$ cat src/shared/drive_reply_pkg.sv
// Shared constants and carrier types for the drive reply block.
package drive_reply_pkg;
	localparam int CLK_PERIOD_PS = 5000;
	localparam int REPLY_DELAY_UNIT_PS = 100_000_000;
	// The silence unit is held in nanoseconds, since picoseconds overflow.
	localparam int SILENCE_UNIT_NS = 100_000_000;
	localparam int REPLY_DELAY_UNIT_CYCLES = REPLY_DELAY_UNIT_PS / CLK_PERIOD_PS;
	localparam int SILENCE_UNIT_CYCLES =
		SILENCE_UNIT_NS / (CLK_PERIOD_PS / 1000);

	localparam logic [15:0] ADDR_FREQ_CMD = 16'h2102;
	localparam logic [15:0] ADDR_OUT_CURRENT = 16'h2103;
	localparam logic [15:0] ADDR_BUS_VOLTAGE = 16'h2104;
	localparam logic [15:0] ADDR_OUT_VOLTAGE = 16'h2105;
	localparam logic [15:0] ADDR_SPEED_STEP = 16'h2107;
	localparam logic [15:0] ADDR_SEL_DISPLAY = 16'h2116;
	localparam logic [15:0] ADDR_STATUS = 16'h2119;
	localparam logic [15:0] ADDR_SWITCH_TEMP = 16'h2206;
	localparam logic [15:0] ADDR_SINK_TEMP = 16'h2207;
	localparam logic [15:0] ADDR_DOUT_STATE = 16'h2209;

	localparam logic [7:0] FUNC_READ = 8'h03;
	localparam logic [7:0] FUNC_WRITE = 8'h06;
	localparam logic [7:0] FUNC_EXC_FLAG = 8'h80;
	localparam logic [7:0] READ_BYTE_COUNT = 8'h02;
	localparam logic [15:0] READ_WORD_COUNT = 16'h0001;

	localparam logic [7:0] EXC_ILLEGAL_FUNC = 8'h01;
	localparam logic [7:0] EXC_ILLEGAL_ADDR = 8'h02;
	localparam logic [7:0] EXC_ILLEGAL_VALUE = 8'h03;
	localparam logic [7:0] EXC_DEVICE_FAIL = 8'h04;
	localparam logic [7:0] BUS_SILENCE_FAULT_CODE = 8'h10;

	localparam logic [1:0] RUN_IDLE = 2'h0;
	localparam logic [1:0] RUN_READY = 2'h2;
	localparam logic [1:0] RUN_OPERATING = 2'h3;
	localparam logic [1:0] DIR_FWD_FWD = 2'h0;
	localparam logic [1:0] DIR_FWD_REV = 2'h1;
	localparam logic [1:0] DIR_REV_REV = 2'h2;

	localparam logic [15:0] CRC_INIT = 16'hFFFF;
	localparam logic [15:0] CRC_POLY = 16'hA001;
	localparam logic [7:0] CHAR_START = 8'h3A;
	localparam logic [7:0] CHAR_CR = 8'h0D;
	localparam logic [7:0] CHAR_LF = 8'h0A;
	localparam logic [7:0] CHAR_ZERO = 8'h30;
	localparam logic [7:0] CHAR_A_MINUS_10 = 8'h37;
	localparam logic [2:0] LEN_NORMAL = 3'h5;
	localparam logic [2:0] LEN_EXCEPTION = 3'h3;

	typedef struct packed {
		logic [7:0] station;
		logic [7:0] func;
		logic [15:0] reg_addr;
		logic [15:0] value;
		logic comm_error;
		logic ascii;
	} request_t;

	typedef struct packed {
		logic ready;
		logic running;
		logic jog;
		logic cmd_reverse;
		logic out_reverse;
		logic freq_from_comm;
		logic freq_from_ext;
		logic oper_from_comm;
		logic params_locked;
		logic keypad_copy_en;
	} drive_state_t;

	typedef struct packed {
		logic [15:0] frequency_command_value;
		logic [15:0] output_current_value;
		logic [15:0] bus_voltage_value;
		logic [15:0] output_voltage_value;
		logic [15:0] speed_step_number;
		logic [15:0] selectable_display_value;
		logic [15:0] power_switch_temperature;
		logic [15:0] heatsink_temperature;
		logic [15:0] digital_output_state;
	} monitor_t;

	typedef enum logic [2:0] {
		ST_IDLE = 3'h0,
		ST_WAIT = 3'h1,
		ST_START = 3'h3,
		ST_BODY = 3'h2,
		ST_CHECK = 3'h6,
		ST_TAIL = 3'h7
	} reply_state_t;
endpackage

$ cat src/hdl/drive_status_reply.sv
// Drive status word, monitor reads and exception replies.
`timescale 1ns/10ps
`default_nettype none

// Operation
// - Run state field reads 10 when ready, 11 while operating.
// - Direction bits 3-4: 00 fwd/fwd, 01 fwd/rev, 10 rev/rev.
// - Bit 8 set when frequency reference comes from the serial link.
// - Bit 9 set when frequency reference comes from analog or terminals.
// - Bit 10 set when run and stop commands come from the link.
// - Bit 11 set while parameters are locked.
// - Bit 12 set when keypad copy is enabled; bits 13-15 reserved.
// - Frames with a communication error are dropped with no reply.
// - Good frames that cannot be served get an exception reply.
// - An exception reply shows its code in decimal on the keypad.
// - Exception reply echoes function with top bit set, then code.
// - ASCII exception: start, address, function, code, LRC, CR, LF.
// - Codes: 01 function, 02 address, 03 value, 04 device failure.
// - Bus silence beyond the set interval flags fault 10.
// - Reply waits the set delay in 0.1 ms steps before sending.
// - Binary checksum goes out low byte first, then high byte.
module drive_status_reply #(
	parameter int REPLY_DELAY_CYCLES =
		drive_reply_pkg::REPLY_DELAY_UNIT_CYCLES,
	parameter int SILENCE_CYCLES = drive_reply_pkg::SILENCE_UNIT_CYCLES
) (
	input wire logic sys_clk,
	input wire logic rst_n,
	input wire drive_reply_pkg::request_t req,
	input wire logic req_valid,
	output logic req_ready,
	input wire logic rx_activity,
	input wire drive_reply_pkg::drive_state_t drive_state,
	input wire drive_reply_pkg::monitor_t monitor,
	input wire logic monitor_fault,
	input wire logic [10:0] reply_delay_setting,
	input wire logic [7:0] bus_silence_interval_setting,
	output logic [7:0] tx_byte,
	output logic tx_valid,
	input wire logic tx_ready,
	output logic [7:0] comm_fault_display_code,
	output logic comm_fault_active,
	input wire logic keypad_clear
);
	import drive_reply_pkg::*;

	if (REPLY_DELAY_CYCLES < 1 || SILENCE_CYCLES < 1) begin : g_bad_counts
		$error("Prescaler counts must be at least one.");
	end

	function automatic logic [15:0] crc_step(input logic [15:0] c,
		input logic [7:0] b);
		logic [15:0] r;
		r = c ^ {8'h00, b};
		for (int i = 0; i < 8; i++) begin
			r = r[0] ? ((r >> 1) ^ CRC_POLY) : (r >> 1);
		end
		return r;
	endfunction

	function automatic logic [7:0] hex_char(input logic [3:0] n);
		return (n < 4'hA) ? (CHAR_ZERO + {4'h0, n}) :
			(CHAR_A_MINUS_10 + {4'h0, n});
	endfunction

	logic rst_meta_reg;
	logic rst_sync_reg;
	always_ff @(posedge sys_clk or negedge rst_n) begin
		if (!rst_n) begin
			rst_meta_reg <= 1'b0;
			rst_sync_reg <= 1'b0;
		end else begin
			rst_meta_reg <= 1'b1;
			rst_sync_reg <= rst_meta_reg;
		end
	end

	logic [15:0] status_word;
	logic [1:0] run_field;
	logic [1:0] dir_field;
	always_comb begin
		if (drive_state.running)
			run_field = RUN_OPERATING;
		else if (drive_state.ready)
			run_field = RUN_READY;
		else
			run_field = RUN_IDLE;
		if (drive_state.cmd_reverse)
			dir_field = DIR_REV_REV;
		else if (drive_state.out_reverse)
			dir_field = DIR_FWD_REV;
		else
			dir_field = DIR_FWD_FWD;
		status_word = {3'h0,
			drive_state.keypad_copy_en,
			drive_state.params_locked,
			drive_state.oper_from_comm,
			drive_state.freq_from_ext,
			drive_state.freq_from_comm,
			3'h0, dir_field, drive_state.jog, run_field};
	end

	// Decode happens in the accept cycle so the reply reflects that instant.
	logic mapped;
	logic [15:0] read_word;
	logic [7:0] exc_code;
	always_comb begin
		mapped = 1'b1;
		unique case (req.reg_addr)
			ADDR_FREQ_CMD: read_word = monitor.frequency_command_value;
			ADDR_OUT_CURRENT: read_word = monitor.output_current_value;
			ADDR_BUS_VOLTAGE: read_word = monitor.bus_voltage_value;
			ADDR_OUT_VOLTAGE: read_word = monitor.output_voltage_value;
			ADDR_SPEED_STEP: read_word = monitor.speed_step_number;
			ADDR_SEL_DISPLAY: read_word = monitor.selectable_display_value;
			ADDR_STATUS: read_word = status_word;
			ADDR_SWITCH_TEMP: read_word = monitor.power_switch_temperature;
			ADDR_SINK_TEMP: read_word = monitor.heatsink_temperature;
			ADDR_DOUT_STATE: read_word = monitor.digital_output_state;
			default: begin
				read_word = 16'h0000;
				mapped = 1'b0;
			end
		endcase
		exc_code = 8'h00;
		if (req.func == FUNC_READ) begin
			if (req.value != READ_WORD_COUNT)
				exc_code = EXC_ILLEGAL_VALUE;
			else if (!mapped)
				exc_code = EXC_ILLEGAL_ADDR;
			else if (monitor_fault)
				exc_code = EXC_DEVICE_FAIL;
		end else if (req.func == FUNC_WRITE) begin
			exc_code = EXC_ILLEGAL_ADDR;
		end else begin
			exc_code = EXC_ILLEGAL_FUNC;
		end
	end

	reply_state_t state_reg, state_next;
	logic [2:0] idx_reg, idx_next;
	logic [2:0] len_reg, len_next;
	logic nib_reg, nib_next;
	logic ascii_reg, ascii_next;
	logic [15:0] crc_reg, crc_next;
	logic [7:0] lrc_reg, lrc_next;
	logic [7:0] pay_reg [0:4];
	logic [7:0] pay_next [0:4];
	logic [10:0] dly_reg, dly_next;
	logic [31:0] pre_reg, pre_next;
	logic [7:0] tx_byte_reg, tx_byte_next;
	logic tx_valid_reg, tx_valid_next;
	logic [7:0] code_reg, code_next;
	logic fault_reg, fault_next;
	logic [31:0] sil_pre_reg, sil_pre_next;
	logic [7:0] sil_cnt_reg, sil_cnt_next;
	logic sil_hit_reg, sil_hit_next;

	logic slot;
	logic emit;
	logic [7:0] ch;
	logic [7:0] cur;
	logic [7:0] lrc_final;
	logic accept;
	logic exc_set;

	assign req_ready = (state_reg == ST_IDLE);
	assign accept = req_valid && req_ready;
	assign slot = !tx_valid_reg || tx_ready;
	assign cur = pay_reg[idx_reg];
	assign lrc_final = 8'h00 - lrc_reg;

	always_comb begin
		state_next = state_reg;
		idx_next = idx_reg;
		len_next = len_reg;
		nib_next = nib_reg;
		ascii_next = ascii_reg;
		crc_next = crc_reg;
		lrc_next = lrc_reg;
		pay_next = pay_reg;
		dly_next = dly_reg;
		pre_next = pre_reg;
		emit = 1'b0;
		ch = 8'h00;
		exc_set = 1'b0;
		unique case (state_reg)
			ST_IDLE: begin
				// A corrupted frame is taken and forgotten.
				if (accept && !req.comm_error) begin
					ascii_next = req.ascii;
					idx_next = 3'h0;
					nib_next = 1'b0;
					crc_next = CRC_INIT;
					lrc_next = 8'h00;
					dly_next = reply_delay_setting;
					pre_next = 32'h0;
					pay_next[0] = req.station;
					state_next = ST_WAIT;
					if (exc_code != 8'h00) begin
						pay_next[1] = req.func | FUNC_EXC_FLAG;
						pay_next[2] = exc_code;
						len_next = LEN_EXCEPTION;
						exc_set = 1'b1;
					end else begin
						pay_next[1] = req.func;
						pay_next[2] = READ_BYTE_COUNT;
						pay_next[3] = read_word[15:8];
						pay_next[4] = read_word[7:0];
						len_next = LEN_NORMAL;
					end
				end
			end
			ST_WAIT: begin
				if (dly_reg == 11'h000) begin
					state_next = ascii_reg ? ST_START : ST_BODY;
				end else if (pre_reg == 32'(REPLY_DELAY_CYCLES - 1)) begin
					pre_next = 32'h0;
					dly_next = dly_reg - 11'h001;
				end else begin
					pre_next = pre_reg + 32'h1;
				end
			end
			ST_START: begin
				emit = 1'b1;
				ch = CHAR_START;
				if (slot)
					state_next = ST_BODY;
			end
			ST_BODY: begin
				emit = 1'b1;
				if (ascii_reg)
					ch = hex_char(nib_reg ? cur[3:0] : cur[7:4]);
				else
					ch = cur;
				if (slot) begin
					if (ascii_reg && !nib_reg) begin
						nib_next = 1'b1;
					end else begin
						nib_next = 1'b0;
						crc_next = crc_step(crc_reg, cur);
						lrc_next = lrc_reg + cur;
						idx_next = idx_reg + 3'h1;
						if (idx_reg == len_reg - 3'h1)
							state_next = ST_CHECK;
					end
				end
			end
			ST_CHECK: begin
				emit = 1'b1;
				if (ascii_reg)
					ch = hex_char(nib_reg ? lrc_final[3:0] :
						lrc_final[7:4]);
				else
					ch = nib_reg ? crc_reg[15:8] : crc_reg[7:0];
				if (slot) begin
					nib_next = !nib_reg;
					if (nib_reg)
						state_next = ascii_reg ? ST_TAIL : ST_IDLE;
				end
			end
			ST_TAIL: begin
				emit = 1'b1;
				ch = nib_reg ? CHAR_LF : CHAR_CR;
				if (slot) begin
					nib_next = !nib_reg;
					if (nib_reg)
						state_next = ST_IDLE;
				end
			end
		endcase
	end

	// One-deep output stage keeps the byte lane on a flip-flop.
	always_comb begin
		tx_valid_next = tx_valid_reg;
		tx_byte_next = tx_byte_reg;
		if (slot) begin
			tx_valid_next = emit;
			if (emit)
				tx_byte_next = ch;
		end
	end

	// Silence is counted in whole intervals; a zero setting disables it.
	always_comb begin
		sil_pre_next = sil_pre_reg;
		sil_cnt_next = sil_cnt_reg;
		sil_hit_next = 1'b0;
		if (rx_activity || req_valid || bus_silence_interval_setting == 8'h00
			|| sil_cnt_reg == bus_silence_interval_setting) begin
			sil_pre_next = 32'h0;
			if (rx_activity || req_valid
				|| bus_silence_interval_setting == 8'h00)
				sil_cnt_next = 8'h00;
		end else if (sil_pre_reg == 32'(SILENCE_CYCLES - 1)) begin
			sil_pre_next = 32'h0;
			sil_cnt_next = sil_cnt_reg + 8'h01;
			if (sil_cnt_reg + 8'h01 == bus_silence_interval_setting)
				sil_hit_next = 1'b1;
		end else begin
			sil_pre_next = sil_pre_reg + 32'h1;
		end
	end

	// A new fault wins over a keypad clear in the same cycle.
	always_comb begin
		code_next = code_reg;
		fault_next = fault_reg;
		if (keypad_clear)
			fault_next = 1'b0;
		if (sil_hit_reg) begin
			code_next = BUS_SILENCE_FAULT_CODE;
			fault_next = 1'b1;
		end
		if (exc_set) begin
			code_next = exc_code;
			fault_next = 1'b1;
		end
	end

	always_ff @(posedge sys_clk or negedge rst_sync_reg) begin
		if (!rst_sync_reg) begin
			state_reg <= ST_IDLE;
			idx_reg <= 3'h0;
			len_reg <= 3'h0;
			nib_reg <= 1'b0;
			ascii_reg <= 1'b0;
			crc_reg <= CRC_INIT;
			lrc_reg <= 8'h00;
			for (int i = 0; i < 5; i++)
				pay_reg[i] <= 8'h00;
			dly_reg <= 11'h000;
			pre_reg <= 32'h0;
			tx_byte_reg <= 8'h00;
			tx_valid_reg <= 1'b0;
			code_reg <= 8'h00;
			fault_reg <= 1'b0;
			sil_pre_reg <= 32'h0;
			sil_cnt_reg <= 8'h00;
			sil_hit_reg <= 1'b0;
		end else begin
			state_reg <= state_next;
			idx_reg <= idx_next;
			len_reg <= len_next;
			nib_reg <= nib_next;
			ascii_reg <= ascii_next;
			crc_reg <= crc_next;
			lrc_reg <= lrc_next;
			pay_reg <= pay_next;
			dly_reg <= dly_next;
			pre_reg <= pre_next;
			tx_byte_reg <= tx_byte_next;
			tx_valid_reg <= tx_valid_next;
			code_reg <= code_next;
			fault_reg <= fault_next;
			sil_pre_reg <= sil_pre_next;
			sil_cnt_reg <= sil_cnt_next;
			sil_hit_reg <= sil_hit_next;
		end
	end

	assign tx_byte = tx_byte_reg;
	assign tx_valid = tx_valid_reg;
	assign comm_fault_display_code = code_reg;
	assign comm_fault_active = fault_reg;
endmodule

`default_nettype wire

$ cat config.mk
export PLATFORM = sky130hd
export DESIGN_NAME = drive_status_reply
export DESIGN_NICKNAME = d
export VERILOG_FILES = /design/src/shared/drive_reply_pkg.sv /design/src/hdl/drive_status_reply.sv
export SDC_FILE = /design/constraint.sdc
export NUM_CORES = 1
export LEC_CHECK = 0
export BUFFER_PORTS_ARGS = -buffer_cell sky130_fd_sc_hd__buf_2
export CAP_MARGIN = 20
export CORE_ASPECT_RATIO = 0.9
export CORE_MARGIN = 2
export CORE_UTILIZATION = 40
export CTS_CLUSTER_SIZE = 8
export DETAILED_ROUTE_END_ITERATION = 10
export PLACE_DENSITY_LB_ADDON = 0.12
export SYNTH_ARGS = -nofsm -noshare
export SYNTH_HDL_FRONTEND = slang
export SYNTH_SLANG_ARGS = --single-unit
$ cat constraint.sdc
create_clock -name sys_clk -period 5.3 [get_ports sys_clk]
set_input_delay 0.265 -clock sys_clk [delete_from_list [all_inputs] [get_ports sys_clk]]
set_output_delay 0.265 -clock sys_clk [all_outputs]
set_load 0.1 [all_outputs]
==> qor.txt <==
status - finished clean
worst-skew pair later-pin latency - 0.43 ns
worst-path fanout max - 14
yosys warns - 0
share of cells above drive strength 1 - 23.64%
top cell type's share of synthesized area - 36.16%
Die ar. - 27960 µm²
Overflow after GRT - 0
cell row count - 56
Worst path max stage delay - 0.61 ns
DR DRC count - 0
CP startpoint kind - register
ys flop type - dfrtp_1
routed via count - 9768
crit share post-route - 64.55%
Port Buf Inserts - 244
slowest CP cell - dfrtp_1
Hold Fails Final Rpt - 0
setup bufs post-CTS - 0
Max VDD drop - 0.4295 mV
clock sinks - 170
Max clock buf depth - 2
Max-Slew Margin vs Limit - 22.27%
CP endpoint kind - register
Initial Util - 40.77%
CP most frequent cell - xnor2_2
CTS H-tree lvls - 4
fin util - 49.35%
TNS Setup - 0 ns
Layout Skew - 0.01312 ns
routed wire length per instance - 17.45 µm
Setup violations, final - 0
EDFF count, synth - 0
first-pass GRT wire length - 50.22 mm
CTS root buf - clkbuf_16
leading area contributor after synthesis - dfrtp_1
Fill cells - 2538
CP Data Arrival Time - 3.77 ns
Synth Instances - 1209
max-slew violations - 0
Seq/Total Area, Yosys - 40.11%
number of global-route vias before repair - 9442
die height - 158.8 µm
placed cell areas - 12180 µm²
placed insts - 1751
final instance area - 12900 µm²
Nets - 1674
pwr dens - 511.7 nW/µm²
LEAKAGE - 5.911 nW
ranking of synthesized cells by area - dfrtp_1, nand2_1, nor2_1, xor2_1, dfstp_2
TritonCTS buffer count - 17
DR pass1 iterations - 8
die width - 176.1 µm
final cell count without fillers - 1787
drt total wl - 31.18 mm
Yosys cell types - 85
post-synthesis cell area - 10660 µm²
global-route usage over all layers - 22.49%
RSZ-0062 raised after global routing - no
Syn Area/Cell - 8.814 µm²
RePlAce Congestion - 0.8601
cell chain of the critical path - buf_4, mux4_2, mux2i_4, inv_4, xnor2_4, xnor2_2, xnor3_2, xnor2_2, xnor3_1, a31oi_1
final worst slack - 1.879 ns
Worst Hold Class - input pin to register
most common cell after layout, fill and taps aside - buf_2
Iteration-0 DRC Markers - 878
min Tclk post-route - 3.421 ns
antenna violations before repair - 1
Post-CTS Resized - 0
I/O pins - 249
vias per cell - 5.466
CTS tree - yes
number of flip-flops in the largest register - 35
timing-limited maximum frequency - 292.3 MHz
Post-Place Setup Slack - 1.890 ns
Worst EP required - 5.65 ns
DRT antenna net count - 0
Tightest Pin Transition - 1.157 ns
Synth Register Bits - 170
most frequent cells in the layout - buf_2, nand2_1, dfrtp_1
clock-pin slew on the worst setup and hold paths - 0.06 ns
hpwl dp - 23.79 mm
core area - 26140 µm²
WS Path Type - register to register
Syn-to-layout area delta - 21.04%
largest net degree at the start of global routing - 169
Async S/R FF share, synth - 100.0%
Max Cap Violations - 0
-- Yosys cell counts, types with 11 or more instances --
cell type,n
nor3b_1,11
clkbuf_1,51
nand4_1,28
ha_1,16
a222oi_1,31
dfstp_2,16
nand3_1,46
nand2b_1,19
nor2_1,137
mux2i_1,12
o21ai_0,32
a31oi_1,14
and3_1,20
o21ai_1,25
or3_1,12
dfrtp_1,154
nor3_1,24
nand2_1,155
a22oi_1,16
nor4_1,21
xnor2_1,40
a21oi_1,59
mux2_1,11
xor2_1,58
inv_1,34
-- worst max-delay path: cells and delay by family, from the launching register on --
kind | cells | cell delay, ns
buf+inv | 2 | 0.36
xor+xnor | 5 | 1.39
flops | 1 | 0.61
mux | 2 | 0.80
compound gates | 1 | 0.18
-- cell families after synthesis --
| family | share of synthesized area (%) |
|---|---|
| xor+xnor | 9.675 |
| buf+inv | 3.922 |
| fa+ha+maj | 2.066 |
| compound gates | 16.75 |
| other cells | 0.07047 |
| simple gates | 23.28 |
| mux | 4.121 |
| flops | 40.11 |
-- layout make-up --
class | count | area (µm²) | share of cell area [%]
multi-input combinational | 939 | 5996 | 46.48
sequential | 170 | 4278 | 33.17
timing repair buffer | 262 | 1384 | 10.73
clock buffer | 19 | 442.9 | 3.434
tap | 348 | 435.4 | 3.376
clock inverter | 11 | 219.0 | 1.698
inverter | 37 | 141.4 | 1.096
antenna | 1 | 2.502 | 0.01940
-- repair_timing --
item,4_1_cts,5_1_grt
endpoints found under the hold margin,2,0
endpoints found under the setup margin,0,0
hold buffers,1,0
-- power breakdown --
group	leakage [nW]	total, mW	internal [mW]	switching, mW
clock	0.320	1.42	0.895	0.526
combinational	3.41	3.27	1.34	1.93
sequential	2.18	1.91	1.58	0.322
total	5.91	6.60	3.82	2.78
-- stage by stage --
| step | power (mW) | hold slack, ns |
|---|---|---|
| 2_1_floorplan | 4.507 | -0.03059 |
| 3_3_place_gp | 5.151 | 0.05545 |
| 3_5_place_dp | 5.187 | 0.05772 |
| 4_1_cts | 6.630 | 0.008545 |
| 5_1_grt | 7.053 | 0.03282 |
| 6_report | 6.600 | 0.01521 |
-- worst paths after layout --
check	from	end	slack [ns]	depth (start not counted)
max	idx_reg[0]$_DFFE_PN0P_	crc_reg[0]$_DFFE_PN1P_	1.88	10
min	keypad_clear	comm_fault_active$_DFFE_PN0P_	0.02	2
max reg2reg	idx_reg[0]$_DFFE_PN0P_	crc_reg[0]$_DFFE_PN1P_	1.88	10
min reg2reg	rst_meta_reg$_DFF_PN0_	rst_sync_reg$_DFF_PN0_	0.36	0
max in group asynchronous	rst_sync_reg$_DFF_PN0_	dly_reg[5]$_DFFE_PN0P_	4.12	1
min in group asynchronous	rst_n	rst_sync_reg$_DFF_PN0_	0.17	2
-- layer usage --
layer / global-route usage, % / vias up / wire, µm
met5: 0 / - / 0
met4: 7.325 / 0 / 789
met3: 3.496 / 38 / 1228
met2: 35.83 / 276 / 14560
met1: 31.21 / 4651 / 14610
li1: - / 4803 / -
Note: power is estimated with default switching activity, not from simulation.
